### config.mk
export PLATFORM = sky130hd
export DESIGN_NAME = wst_timing_ctrl
export DESIGN_NICKNAME = d
export VERILOG_FILES = /design/src/wst_pkg.sv /design/src/wst_seq_if.sv /design/src/wst_sequencer.sv /design/src/wst_timing_ctrl.sv
export VERILOG_INCLUDE_DIRS = /design/src /design/src/src
export SDC_FILE = /design/constraint.sdc
export NUM_CORES = 1
export LEC_CHECK = 0
export ABC_AREA = 1
export BUFFER_PORTS_ARGS = -buffer_cell sky130_fd_sc_hd__buf_2
export CAP_MARGIN = 20
export CORE_MARGIN = 5
export CORE_UTILIZATION = 58
export DETAILED_ROUTE_END_ITERATION = 8
export GPL_TIMING_DRIVEN = 0
export PLACE_DENSITY = 0.86
export RECOVER_POWER = 25
export SYNTH_ARGS = -nofsm -noshare
export SYNTH_HDL_FRONTEND = slang
export SYNTH_SLANG_ARGS = --single-unit
### constraint.sdc
create_clock -name pclk -period 2.2 [get_ports pclk]
set_input_delay 0.44 -clock pclk [delete_from_list [all_inputs] [get_ports pclk]]
set_output_delay 0.44 -clock pclk [all_outputs]
set_load 0.02 [all_outputs]
### src/wst_params.svh
// Register offsets, field positions and reset values for wave-shaping timing.
// Assumes inclusion by bare name from design files; definitions only.
`ifndef WST_PARAMS_SVH
`define WST_PARAMS_SVH
// Offsets are register indices; byte address is four times the index
`define WST_IDX_CLAMP_RELEASE  8'h34
`define WST_IDX_MOD_ENTRY      8'h35
`define WST_IDX_MOD_EXIT       8'h36
`define WST_IDX_CLAMP_CONNECT  8'h37
`define WST_IDX_DRIVE_RES      8'h38
`define WST_IDX_STATUS         8'h3a
`define WST_REG_RESET          8'h00
// Field low-bit positions, each field 4 bits wide
`define WST_FLD_LO             3'd0
`define WST_FLD_HI             3'd4
`define WST_FLD_W              4
`endif

### src/wst_pkg.sv
// Types shared by the wave-shaping timing block.
// Assumes no surroundings beyond the design files that name it.
package wst_pkg;
  typedef enum logic [1:0] {
    WST_IDLE,
    WST_ENTRY,
    WST_HOLD,
    WST_EXIT
  } wst_state_t;
endpackage

### src/wst_seq_if.sv
// Interface carrying timing fields and strobes between regs and sequencer.
// Assumes a single pclk domain on both sides.
`timescale 1ns/1ps
interface wst_seq_if;
  logic [3:0] clamp_release_time;
  logic [3:0] am_mod_start_time;
  logic [3:0] mod_resistance_time;
  logic [3:0] driver_stop_time;
  logic [3:0] rf_rail_switch_time;
  logic [3:0] clamp_connect_time;
  logic [3:0] drive_resistance_time;
  logic [6:0] strobe;
  logic       busy;
  modport regs (output clamp_release_time, am_mod_start_time, mod_resistance_time,
                output driver_stop_time, rf_rail_switch_time, clamp_connect_time,
                output drive_resistance_time, input strobe, busy);
  modport seq  (input clamp_release_time, am_mod_start_time, mod_resistance_time,
                input driver_stop_time, rf_rail_switch_time, clamp_connect_time,
                input drive_resistance_time, output strobe, busy);
endinterface

### src/wst_sequencer.sv
// Carrier-period counter that fires one strobe per timing field match.
// Assumes carrier_tick and mod_pulse are on pclk, mod_pulse level high in a pulse.
`timescale 1ns/1ps
module wst_sequencer (
  input  wire logic pclk,
  input  wire logic presetn,
  input  wire logic clk_en,
  input  wire logic carrier_tick,
  input  wire logic mod_pulse,
  wst_seq_if.seq    sif
);
  wst_pkg::wst_state_t state_reg, state_next;
  logic [4:0] cnt_reg, cnt_next;
  logic [6:0] strobe_reg, strobe_next;
  logic       pulse_d_reg, pulse_d_next;

  // Counts are 5 bits so a field of 15 is reached before the wrap stop
  function automatic logic hit(input logic [4:0] c, input logic [3:0] t);
    hit = (c == {1'b0, t});
  endfunction

  // Entry counts from pulse start, exit counts from pulse end
  always_comb begin
    state_next   = state_reg;
    cnt_next     = cnt_reg;
    strobe_next  = 7'h00;
    pulse_d_next = mod_pulse;
    case (state_reg)
      wst_pkg::WST_IDLE: begin
        if (mod_pulse && !pulse_d_reg) begin
          state_next = wst_pkg::WST_ENTRY;
          cnt_next   = 5'h00;
        end
      end
      wst_pkg::WST_ENTRY: begin
        if (carrier_tick) begin
          strobe_next[0] = hit(cnt_reg, sif.clamp_release_time);
          strobe_next[1] = hit(cnt_reg, sif.am_mod_start_time);
          strobe_next[2] = hit(cnt_reg, sif.mod_resistance_time);
          cnt_next = cnt_reg + 5'h01;
          if (cnt_reg == 5'h0f) begin
            state_next = wst_pkg::WST_HOLD;
          end
        end
        if (!mod_pulse) begin
          // Short pulse: abandon remaining entry steps, begin exit
          state_next = wst_pkg::WST_EXIT;
          cnt_next   = 5'h00;
        end
      end
      wst_pkg::WST_HOLD: begin
        if (!mod_pulse) begin
          state_next = wst_pkg::WST_EXIT;
          cnt_next   = 5'h00;
        end
      end
      wst_pkg::WST_EXIT: begin
        if (carrier_tick) begin
          strobe_next[3] = hit(cnt_reg, sif.driver_stop_time);
          strobe_next[4] = hit(cnt_reg, sif.rf_rail_switch_time);
          strobe_next[5] = hit(cnt_reg, sif.clamp_connect_time);
          strobe_next[6] = hit(cnt_reg, sif.drive_resistance_time);
          cnt_next = cnt_reg + 5'h01;
          if (cnt_reg == 5'h0f) begin
            state_next = wst_pkg::WST_IDLE;
          end
        end
      end
      default: state_next = wst_pkg::WST_IDLE;
    endcase
  end

  // Registers only; clock enable freezes everything
  always_ff @(posedge pclk or negedge presetn) begin
    if (!presetn) begin
      state_reg   <= wst_pkg::WST_IDLE;
      cnt_reg     <= 5'h00;
      strobe_reg  <= 7'h00;
      pulse_d_reg <= 1'b0;
    end else if (clk_en) begin
      state_reg   <= state_next;
      cnt_reg     <= cnt_next;
      strobe_reg  <= strobe_next;
      pulse_d_reg <= pulse_d_next;
    end
  end

  assign sif.strobe = strobe_reg;
  assign sif.busy   = (state_reg != wst_pkg::WST_IDLE);
endmodule

### src/wst_timing_ctrl.sv
// Wave-shaping timing control: APB register file and driver strobes.
// Assumes APB master on pclk; carrier_tick and mod_pulse synchronous to pclk.
// Summary of operation
// - clamp_release_time sits in bits 3:0 of the first timing register.
// - am_mod_start_time sits in bits 7:4 of the second timing register.
// - mod_resistance_time sits in bits 3:0 of the second timing register.
// - driver_stop_time sits in bits 7:4 of the third timing register.
// - rf_rail_switch_time sits in bits 3:0 of the third timing register.
// - clamp_connect_time sits in bits 3:0 of the fourth timing register.
// - drive_resistance_time sits in bits 7:4 of the fifth timing register.
`timescale 1ns/1ps
`include "wst_params.svh"
module wst_timing_ctrl (
  input  wire logic        pclk,
  input  wire logic        presetn,
  input  wire logic        clk_en,
  input  wire logic        psel,
  input  wire logic        penable,
  input  wire logic        pwrite,
  input  wire logic [11:0] paddr,
  input  wire logic [31:0] pwdata,
  input  wire logic [3:0]  pstrb,
  output logic      [31:0] prdata,
  output logic             pready,
  output logic             pslverr,
  input  wire logic        carrier_tick,
  input  wire logic        mod_pulse,
  output logic             clamp_release_stb,
  output logic             am_rail_stb,
  output logic             mod_resistance_stb,
  output logic             driver_stop_stb,
  output logic             rf_rail_stb,
  output logic             clamp_connect_stb,
  output logic             drive_resistance_stb
);
  wst_seq_if sif ();

  logic [7:0]  t1_reg, t1_next;
  logic [7:0]  t2_reg, t2_next;
  logic [7:0]  t3_reg, t3_next;
  logic [7:0]  t4_reg, t4_next;
  logic [7:0]  t5_reg, t5_next;
  logic [31:0] rdata_reg, rdata_next;
  logic        err_reg, err_next;
  logic [7:0]  idx;
  logic [5:0]  sel;
  logic        wr_acc;
  logic        wr_byte;
  logic        rd_acc;

  // Word index of the APB address
  function automatic logic [7:0] word_idx(input logic [11:0] a);
    word_idx = a[9:2];
  endfunction

  // One-hot word select shared by write, read and error decode; bit 5 is status
  function automatic logic [5:0] reg_sel(input logic [7:0] i);
    reg_sel = 6'h00;
    if (i == `WST_IDX_CLAMP_RELEASE) begin
      reg_sel = 6'h01;
    end else if (i == `WST_IDX_MOD_ENTRY) begin
      reg_sel = 6'h02;
    end else if (i == `WST_IDX_MOD_EXIT) begin
      reg_sel = 6'h04;
    end else if (i == `WST_IDX_CLAMP_CONNECT) begin
      reg_sel = 6'h08;
    end else if (i == `WST_IDX_DRIVE_RES) begin
      reg_sel = 6'h10;
    end else if (i == `WST_IDX_STATUS) begin
      reg_sel = 6'h20;
    end
  endfunction

  // Registers are one byte; upper read bits are always zero
  function automatic logic [31:0] word_of(input logic [7:0] b);
    word_of = {24'h00_0000, b};
  endfunction

  // Pick the low or high 4-bit field of a timing register
  function automatic logic [3:0] nib(input logic [7:0] r, input logic hi);
    nib = hi ? r[`WST_FLD_HI +: `WST_FLD_W] : r[`WST_FLD_LO +: `WST_FLD_W];
  endfunction

  // Bus qualifiers; everything is dead while the clock enable is low
  assign idx     = word_idx(paddr);
  assign sel     = reg_sel(idx);
  assign wr_acc  = psel && penable && pwrite && clk_en;
  assign rd_acc  = psel && penable && !pwrite && clk_en;
  assign wr_byte = wr_acc && pstrb[0];  // Only the low lane holds register bits

  // Next timing register values; reserved bits are stored as written
  always_comb begin
    t1_next = t1_reg;
    t2_next = t2_reg;
    t3_next = t3_reg;
    t4_next = t4_reg;
    t5_next = t5_reg;
    if (wr_byte) begin
      if (sel[0]) begin
        t1_next = pwdata[7:0];
      end else if (sel[1]) begin
        t2_next = pwdata[7:0];
      end else if (sel[2]) begin
        t3_next = pwdata[7:0];
      end else if (sel[3]) begin
        t4_next = pwdata[7:0];
      end else if (sel[4]) begin
        t5_next = pwdata[7:0];
      end
    end
  end

  // Timing register bank
  always_ff @(posedge pclk or negedge presetn) begin
    if (!presetn) begin
      t1_reg <= `WST_REG_RESET;
      t2_reg <= `WST_REG_RESET;
      t3_reg <= `WST_REG_RESET;
      t4_reg <= `WST_REG_RESET;
      t5_reg <= `WST_REG_RESET;
    end else if (clk_en) begin
      t1_reg <= t1_next;
      t2_reg <= t2_next;
      t3_reg <= t3_next;
      t4_reg <= t4_next;
      t5_reg <= t5_next;
    end
  end

  // Read word and error decided in setup, so the access answers at once
  always_comb begin
    rdata_next = 32'h0000_0000;
    err_next   = 1'b0;
    if (sel[0]) begin
      rdata_next = word_of(t1_reg);
    end else if (sel[1]) begin
      rdata_next = word_of(t2_reg);
    end else if (sel[2]) begin
      rdata_next = word_of(t3_reg);
    end else if (sel[3]) begin
      rdata_next = word_of(t4_reg);
    end else if (sel[4]) begin
      rdata_next = word_of(t5_reg);
    end else if (sel[5]) begin
      rdata_next = word_of({7'h00, sif.busy});  // Sequence in progress
      err_next   = pwrite;                       // Status is read-only
    end else begin
      err_next = 1'b1;  // Unmapped word
    end
  end

  // Read response registers
  always_ff @(posedge pclk or negedge presetn) begin
    if (!presetn) begin
      rdata_reg <= 32'h0000_0000;
      err_reg   <= 1'b0;
    end else if (clk_en) begin
      rdata_reg <= rdata_next;
      err_reg   <= err_next;
    end
  end

  // Setup cycle latches data; access phase answers at once
  assign prdata  = (rd_acc) ? rdata_reg : 32'h0000_0000;
  assign pready  = psel && penable && clk_en;
  assign pslverr = psel && penable && clk_en && err_reg;

  // Fields to the sequencer
  assign sif.clamp_release_time    = nib(t1_reg, 1'b0);
  assign sif.am_mod_start_time     = nib(t2_reg, 1'b1);
  assign sif.mod_resistance_time   = nib(t2_reg, 1'b0);
  assign sif.driver_stop_time      = nib(t3_reg, 1'b1);
  assign sif.rf_rail_switch_time   = nib(t3_reg, 1'b0);
  assign sif.clamp_connect_time    = nib(t4_reg, 1'b0);
  assign sif.drive_resistance_time = nib(t5_reg, 1'b1);

  wst_sequencer u_seq (
    .pclk         (pclk),
    .presetn      (presetn),
    .clk_en       (clk_en),
    .carrier_tick (carrier_tick),
    .mod_pulse    (mod_pulse),
    .sif          (sif)
  );

  // Strobes come straight from sequencer flip-flops
  assign clamp_release_stb    = sif.strobe[0];
  assign am_rail_stb          = sif.strobe[1];
  assign mod_resistance_stb   = sif.strobe[2];
  assign driver_stop_stb      = sif.strobe[3];
  assign rf_rail_stb          = sif.strobe[4];
  assign clamp_connect_stb    = sif.strobe[5];
  assign drive_resistance_stb = sif.strobe[6];
endmodule

==> results of run 1 <==
cell usage in the layout (no fill, tap or decap), types with 3 or more instances in the layout:
master    count
nand3_1      32
ha_1          6
nand3_2       3
a21oi_1       5
o21ai_0      51
inv_1        52
nor2_4        6
nand4_1       9
xnor2_1      26
buf_6         3
a22oi_1       8
nand2_2       5
conb_1       24
buf_2        51
clkbuf_8     13
clkbuf_1      3
buf_4        25
nor2_1       33
dfrtp_1      64
o21ai_1      13
nand2_1      95
area by class of cell:
class | instances | area (um^2)
fill | 511 | 1940
multi-input combinational | 330 | 1770
sequential | 64 | 1600
buffer | 39 | 277
timing repair buffer | 43 | 220
inverter | 52 | 195
clock buffer | 14 | 183
tap | 77 | 96.3
clock inverter | 2 | 35.0
power by group through the flow:
stage	registers [mW]	clock network, mW	logic [mW]
floorplan	1.33	0	0.568
global placement	1.31	0	0.775
detailed placement	1.32	0	0.817
CTS	1.30	1.11	0.832
global route	1.31	1.16	0.909
finish	1.30	1.10	0.834
worst register-to-register path, stage by stage (launching register included):
cell	delay (ps)
dfrtp_1	440
inv_1	90
ha_1	210
nand2_1	60
inv_1	30
nor2_1	80
nand2_1	110
nor2_4	210
inv_1	110
o21ai_0	190
nor2_1	60
cell usage after synthesis, drive strengths merged:
library cell	instances	area [um^2]
a21oi	5	25.0
a22oi	8	60.1
a311oi	1	8.76
buf	39	277
conb	1	3.75
dfrtp	64	1600
ha	6	75.1
inv	52	195
nand2	102	410
nand3	35	190
nand3b	1	7.51
nand4	9	56.3
nor2	40	211
nor3	2	26.3
o21a	1	7.51
o21ai	66	338
o21bai	1	7.51
o31ai	1	7.51
xnor2	26	228
xor2	2	17.5
cells by family (layout without fill, tap and decap cells):
| logic type | Yosys count | in the layout | synth area share, % |
|---|---|---|---|
| compound gates | 83 | 83 | 12.1 |
| xor+xnor | 28 | 28 | 6.53 |
| fa+ha+maj | 6 | 6 | 2.00 |
| buf+inv | 91 | 150 | 12.6 |
| flops | 64 | 64 | 42.7 |
| other cells | 1 | 24 | 0.0999 |
| simple gates | 189 | 189 | 24.0 |
worst paths after layout:
kind                                            startpoint  slack, ps  cells after the start                              end
setup / recovery                                    clk_en        380                      6                        prdata[5]
setup reg to reg            u_seq.state_reg[0]$_DFFE_PN0P_        500                     10     u_seq.cnt_reg[2]$_DFFE_PN0P_
hold reg to reg            u_seq.sif.strobe[3]$_DFFE_PN0P_        480                      2  u_seq.sif.strobe[3]$_DFFE_PN0P_
hold / removal                                   pwdata[5]        310                      3            t2_reg[5]$_DFFE_PN0P_
max in group asynchronous                          presetn        580                      2         rdata_reg[7]$_DFFE_PN0P_
min in group asynchronous                          presetn        630                      2            t2_reg[5]$_DFFE_PN0P_
routing by layer:
layer / vias up / share of wire [%] / global-route usage (%)
met5: - / 0 / 0
met4: 0 / 4.2 / 12.5
met3: 40 / 7.5 / 4.17
met2: 176 / 49 / 39.6
met1: 1628 / 39 / 30.0
li1: 1594 / - / -
==> impl_metrics.py, run 1 <==
metrics = {
    "yosys": {
        "ys_warn_count": 0,
        "syn-cell-area_mm2": 0.00375,
        "yosys_register_bits": 64,
        "yosysUniqueCellTypes": 30,
        "synth_area_per_cell_um2": 8.12,
        "synth.yosys.seq_area_share_pct": 42.7,
        "syn_inst": 462,
    },
    "floorplanning": {
        "coreArea_mm2": 0.00631,
        "die_y_um": 90.4,
        "dieWidth_um": 90.4,
        "boundaryPins": 97,
        "placementRows": 29,
        "design.die.area_mm2": 0.00818,
        "start_util_pct": 59.5,
    },
    "global_route": {
        "grt_pass1_vias": 3329,
        "antenna_found_initial": 0,
        "grt_pass1_wl_mm": 16.0,
        "gr-total-overflow": 0,
        "grt_use_total_pct": 24.0,
        "grt_max_degree": 33,
    },
    "timing": {
        "slew_violations": 33,
        "fin_crit_sh_pct": 82.5,
        "fmax_mhz": 551,
        "setup_ws_ps": 384,
        "setup_viol": 0,
        "period_minus_slack_ps": 1820,
        "fin_setup_tns_ps": 0,
        "hold_ws_ps": 311,
        "grt_setup_unrepaired": "false",
        "worst_slew_pin_slew_ps": 1710,
        "fin_skew_ps": 5.83,
        "relSlewSlack_pct": -13.8,
        "hold_viol_final": 0,
    },
    "cells_and_area": {
        "instances_no_fill": 621,
        "diodes": 0,
        "design_area_mm2": 0.00437,
        "syn_to_final_growth_pct": 16.5,
        "utilization_pct": 69.3,
        "drive_gt1_share_pct": 21.1,
        "nets": 601,
    },
    "setup_path": {
        "critPathMaxFanout": 8,
        "required_ps": 1760,
        "crit_path_top_delay_cell": "nand2_1",
        "path_common_cell": "buf_2",
        "critPathKind": "primary input to output pin",
        "critPathCaptureType": "output pin",
        "slowest_delay_ps": 190,
        "path_buf_inv": 3,
        "crit_arrival_ps": 1380,
        "crit_family": "simple AND/OR/NAND/NOR gates",
        "critPathLaunchType": "primary input",
        "crit_chain": "buf_2 -> nand3_2 -> inv_1 -> nand2_1 -> nor2_1 -> buf_2",
    },
    "clock_network": {
        "clk_pin_slew_ps": 60,
        "cts_setup_buffers": 0,
        "root_buffer": "clkbuf_8",
        "cts_hold_buf": 0,
        "clk_latency_ps": 350,
        "cts.path.max_buffers": 2,
        "cts-resized-gates": 0,
        "cts_tree": "built",
        "htreeDepth": 3,
        "cts-buffers-inserted": 9,
        "cts_sinks": 64,
    },
    "outcome": {
        "violations": "max-capacitance violations, max-slew violations",
        "status": "complete, but fails checks",
    },
    "power_and_ir_drop": {
        "clkPwrFrac_pct": 34.1,
        "switching_share_pct": 32.1,
        "finalPower_mw": 3.24,
        "p_comb_share_pct": 25.7,
        "vdd_drop_max_v": 0.000646,
        "net-switching-power_mw": 1.04,
        "leakage_nw": 2.27,
        "power_frac_seq_pct": 40.2,
        "p_int_mw": 2.20,
        "powerDensity_mw_per_mm2": 741,
    },
    "place": {
        "gp_congestion": 0.903,
        "pre_cts_slack_ps": 290,
        "dpl-instance-area_mm2": 0.00418,
        "hpwl_mm": 7.00,
        "portBuffers": 41,
        "place_inst": 605,
    },
    "drt": {
        "drt_pass1_iterations": 5,
        "detail_route.vias_per_cell": 5.54,
        "vias": 3438,
        "final_antenna_net_count": 0,
        "wl_per_cell_um": 15.2,
        "totalWireLength_mm": 9.42,
        "drt_iter0_drc": 394,
        "drc": 0,
    },
    "min_path": {
        "holdCritPathClass": "primary input to flip-flop",
    },
    "run": {
        "maxCapViolCount": 1,
    },
}
No activity file was read; power rests on OpenSTA's default activity.
==> run 2, diff against run 1 <==
ABC_AREA = 0   (was 1)
CORE_UTILIZATION = 53   (was 58)
PLACE_DENSITY = 0.8   (was 0.86)
clock period = 1.7 ns   (was 2.2 ns; I/O delays follow)
==> run 2 against run 1 <==
  * Power up 30%
  * Critical endpoint is now u_seq.cnt_reg[2]$_DFFE_PN0P_
  * Sequential power is 29% higher
  * The run now ends clean
  * Via count decreased by 20%
  * Largest power group unchanged
  * Global-route usage shrank 4.2 points
  * Final area down 0.23%
==> impl_metrics.py, run 2 <==
metrics = {
    "power_and_ir_drop": {
        "p_comb_share_pct": 30.2,
        "vdd_drop_max_v": 0.000451,
        "net-switching-power_mw": 1.38,
        "clkPwrFrac_pct": 29.7,
        "leakage_nw": 2.12,
        "powerDensity_mw_per_mm2": 963,
        "p_int_mw": 2.82,
        "switching_share_pct": 32.9,
        "power_frac_seq_pct": 40.1,
    },
    "yosys": {
        "syn_inst": 328,
        "syn-cell-area_mm2": 0.00360,
        "synth_top_area_share_pct": 44.5,
        "synth_common_cells": "64 x dfrtp_1, 34 x mux2_2, 28 x xnor2_1, 24 x buf_4, 21 x a21oi_1",
        "yosys_register_bits": 64,
        "yosysUniqueCellTypes": 47,
        "ys_warn_count": 0,
        "synth_most_common_cell": "dfrtp_1",
        "synth_top_cell_by_area": "dfrtp_1",
        "synth.yosys.seq_area_share_pct": 44.5,
        "synth_edf_count": 0,
        "postSynth.asyncResetShare_pct": 100,
        "synth_area_per_cell_um2": 11.0,
        "synth_area_leaders": "dfrtp_1 45%, mux2_2 11%, xnor2_1 6.8%, buf_4 5.0%, mux2_4 3.3%",
        "synth_top_flop_cell": "dfrtp_1",
    },
    "setup_path": {
        "critPathCaptureType": "flip-flop",
        "required_ps": 1970,
        "crit_path_top_delay_cell": "dfrtp_1",
        "crit_arrival_ps": 1950,
        "crit_family": "compound AO/OA/AOI/OAI gates",
        "crit_chain": "inv_2 -> ha_2 -> a21boi_2 -> o211ai_1 -> buf_4 -> or3_4 -> a21oi_2",
        "slowest_delay_ps": 360,
        "critPathKind": "flip-flop to flip-flop",
        "reg2reg_depth": 7,
        "critPathLaunchType": "flip-flop",
        "critPathMaxFanout": 5,
        "path_buf_inv": 2,
        "crit_cells": 7,
    },
    "timing": {
        "slew_violations": 0,
        "fin_skew_ps": 8.57,
        "fin_crit_sh_pct": 99.1,
        "setup_viol": 0,
        "hold_ws_ps": 304,
        "worst_slew_pin_slew_ps": 659,
        "hold_viol_final": 0,
        "fmax_mhz": 594,
        "relSlewSlack_pct": 56.0,
        "grt_setup_unrepaired": "true",
        "period_minus_slack_ps": 1680,
    },
    "cells_and_area": {
        "utilization_pct": 65.3,
        "nets": 474,
        "syn_to_final_growth_pct": 21.3,
        "drive_gt1_share_pct": 36.9,
        "diodes": 0,
        "layout_common_cells": "63 x dfrtp_1, 38 x buf_2, 35 x buf_4",
        "final_common_cell": "dfrtp_1",
        "num-fill-cells": 501,
    },
    "drt": {
        "drt_iter0_drc": 222,
        "vias": 2763,
        "drc": 0,
        "drt_pass1_iterations": 4,
        "totalWireLength_mm": 8.40,
        "wl_per_cell_um": 16.9,
        "detail_route.vias_per_cell": 5.56,
        "final_antenna_net_count": 0,
    },
    "clock_network": {
        "clk_pin_slew_ps": 70,
        "cts_sinks": 64,
        "htreeDepth": 3,
        "root_buffer": "clkbuf_8",
        "cts-buffers-inserted": 9,
        "cts.path.max_buffers": 2,
        "clk_latency_ps": 340,
        "cts_tree": "built",
    },
    "run": {
        "maxCapViolCount": 0,
    },
    "global_route": {
        "gr-total-overflow": 0,
        "grt_max_degree": 42,
        "grt_use_total_pct": 19.8,
        "antenna_found_initial": 0,
        "grt_pass1_wl_mm": 13.2,
        "grt_pass1_vias": 2682,
    },
    "floorplanning": {
        "start_util_pct": 53.8,
        "die_y_um": 92.4,
        "coreArea_mm2": 0.00668,
        "placementRows": 30,
        "design.die.area_mm2": 0.00853,
        "dieWidth_um": 92.4,
        "boundaryPins": 97,
    },
    "min_path": {
        "worstHoldPathCells": 2,
        "holdCritPathClass": "primary input to flip-flop",
    },
    "place": {
        "portBuffers": 41,
        "hpwl_mm": 6.16,
        "gp_congestion": 0.850,
    },
    "outcome": {
        "status": "finished clean",
    },
}
[run 2: final timing paths]
path | to | slack, ps | from
min | t5_reg[4]$_DFFE_PN0P_ | 300 | pwdata[4]
max reg2reg | u_seq.cnt_reg[2]$_DFFE_PN0P_ | 20 | u_seq.state_reg[0]$_DFFE_PN0P_
min in group asynchronous | u_seq.sif.strobe[4]$_DFFE_PN0P_ | 530 | presetn
max | u_seq.cnt_reg[2]$_DFFE_PN0P_ | 20 | u_seq.state_reg[0]$_DFFE_PN0P_
max in group asynchronous | t4_reg[7]$_DFFE_PN0P_ | 230 | presetn
min reg2reg | u_seq.sif.strobe[4]$_DFFE_PN0P_ | 490 | u_seq.sif.strobe[4]$_DFFE_PN0P_
[run 2: cell type report]
type / count / area, um^2 / area share, %
Multi-Input combinational cell: 234 / 1890 / 43.3
Sequential cell: 64 / 1600 / 36.7
Timing Repair Buffer: 51 / 278 / 6.36
Buffer: 38 / 251 / 5.76
Clock buffer: 10 / 128 / 2.92
Tap cell: 80 / 100 / 2.29
Clock inverter: 6 / 60.1 / 1.38
Inverter: 14 / 52.6 / 1.20
[run 2: metal layers]
layer  up-vias  GRT usage [%]  wire length [um]
met2       121           32.0              3900
met1      1336           25.3              3640
li1       1291              -                 -
met4         0           8.04               174
met3        15           5.28               693
met5         -              0                 0
[run 2: logic make-up (layout without fill, tap and decap cells)]
kind of cell / after synthesis / after routing / share of synthesized area [%]
other cells: 1 / 24 / 0.104
compound gates: 57 / 57 / 11.4
buf+inv: 53 / 119 / 8.35
xor+xnor: 29 / 29 / 7.06
fa+ha+maj: 6 / 6 / 2.09
simple gates: 74 / 74 / 12.0
mux: 44 / 44 / 14.5
flops: 64 / 64 / 44.5
[run 2: timing repair]
| action | CTS | global route |
|---|---|---|
| hold endpoints to repair | 23 | 0 |
| endpoints found under the setup margin | 31 | 23 |
| resized for setup | 9 | 13 |
| pin swaps | 4 | 7 |
| setup buffers | 4 | 4 |
| hold buffers | 1 | 0 |
[run 2: stage by stage]
| step | setup slack, ps | instance area (um^2) | setup TNS [ps] | total power [mW] | std cells |
|---|---|---|---|---|---|
| finish | 16.0 | 4360 | 0 | 4.20 | 497 |
| global route | -48.2 | 4360 | -72.0 | 4.40 | 497 |
| CTS | -8.61 | 4300 | -8.61 | 4.11 | 493 |
| detailed placement | -596 | 4050 | -18220 | 2.79 | 473 |
| global placement | -548 | 4030 | -16410 | 2.75 | 472 |
| floorplan | -32.5 | 3720 | -260 | 2.46 | 351 |
[run 2: power by group through the flow]
| stage | clock (mW) | sequential [mW] | combinational (mW) |
|---|---|---|---|
| 2_1_floorplan | 0 | 1.75 | 0.712 |
| 3_3_place_gp | 0 | 1.70 | 1.05 |
| 3_5_place_dp | 0 | 1.71 | 1.08 |
| 4_1_cts | 1.26 | 1.68 | 1.16 |
| 5_1_grt | 1.33 | 1.70 | 1.37 |
| 6_report | 1.25 | 1.68 | 1.27 |
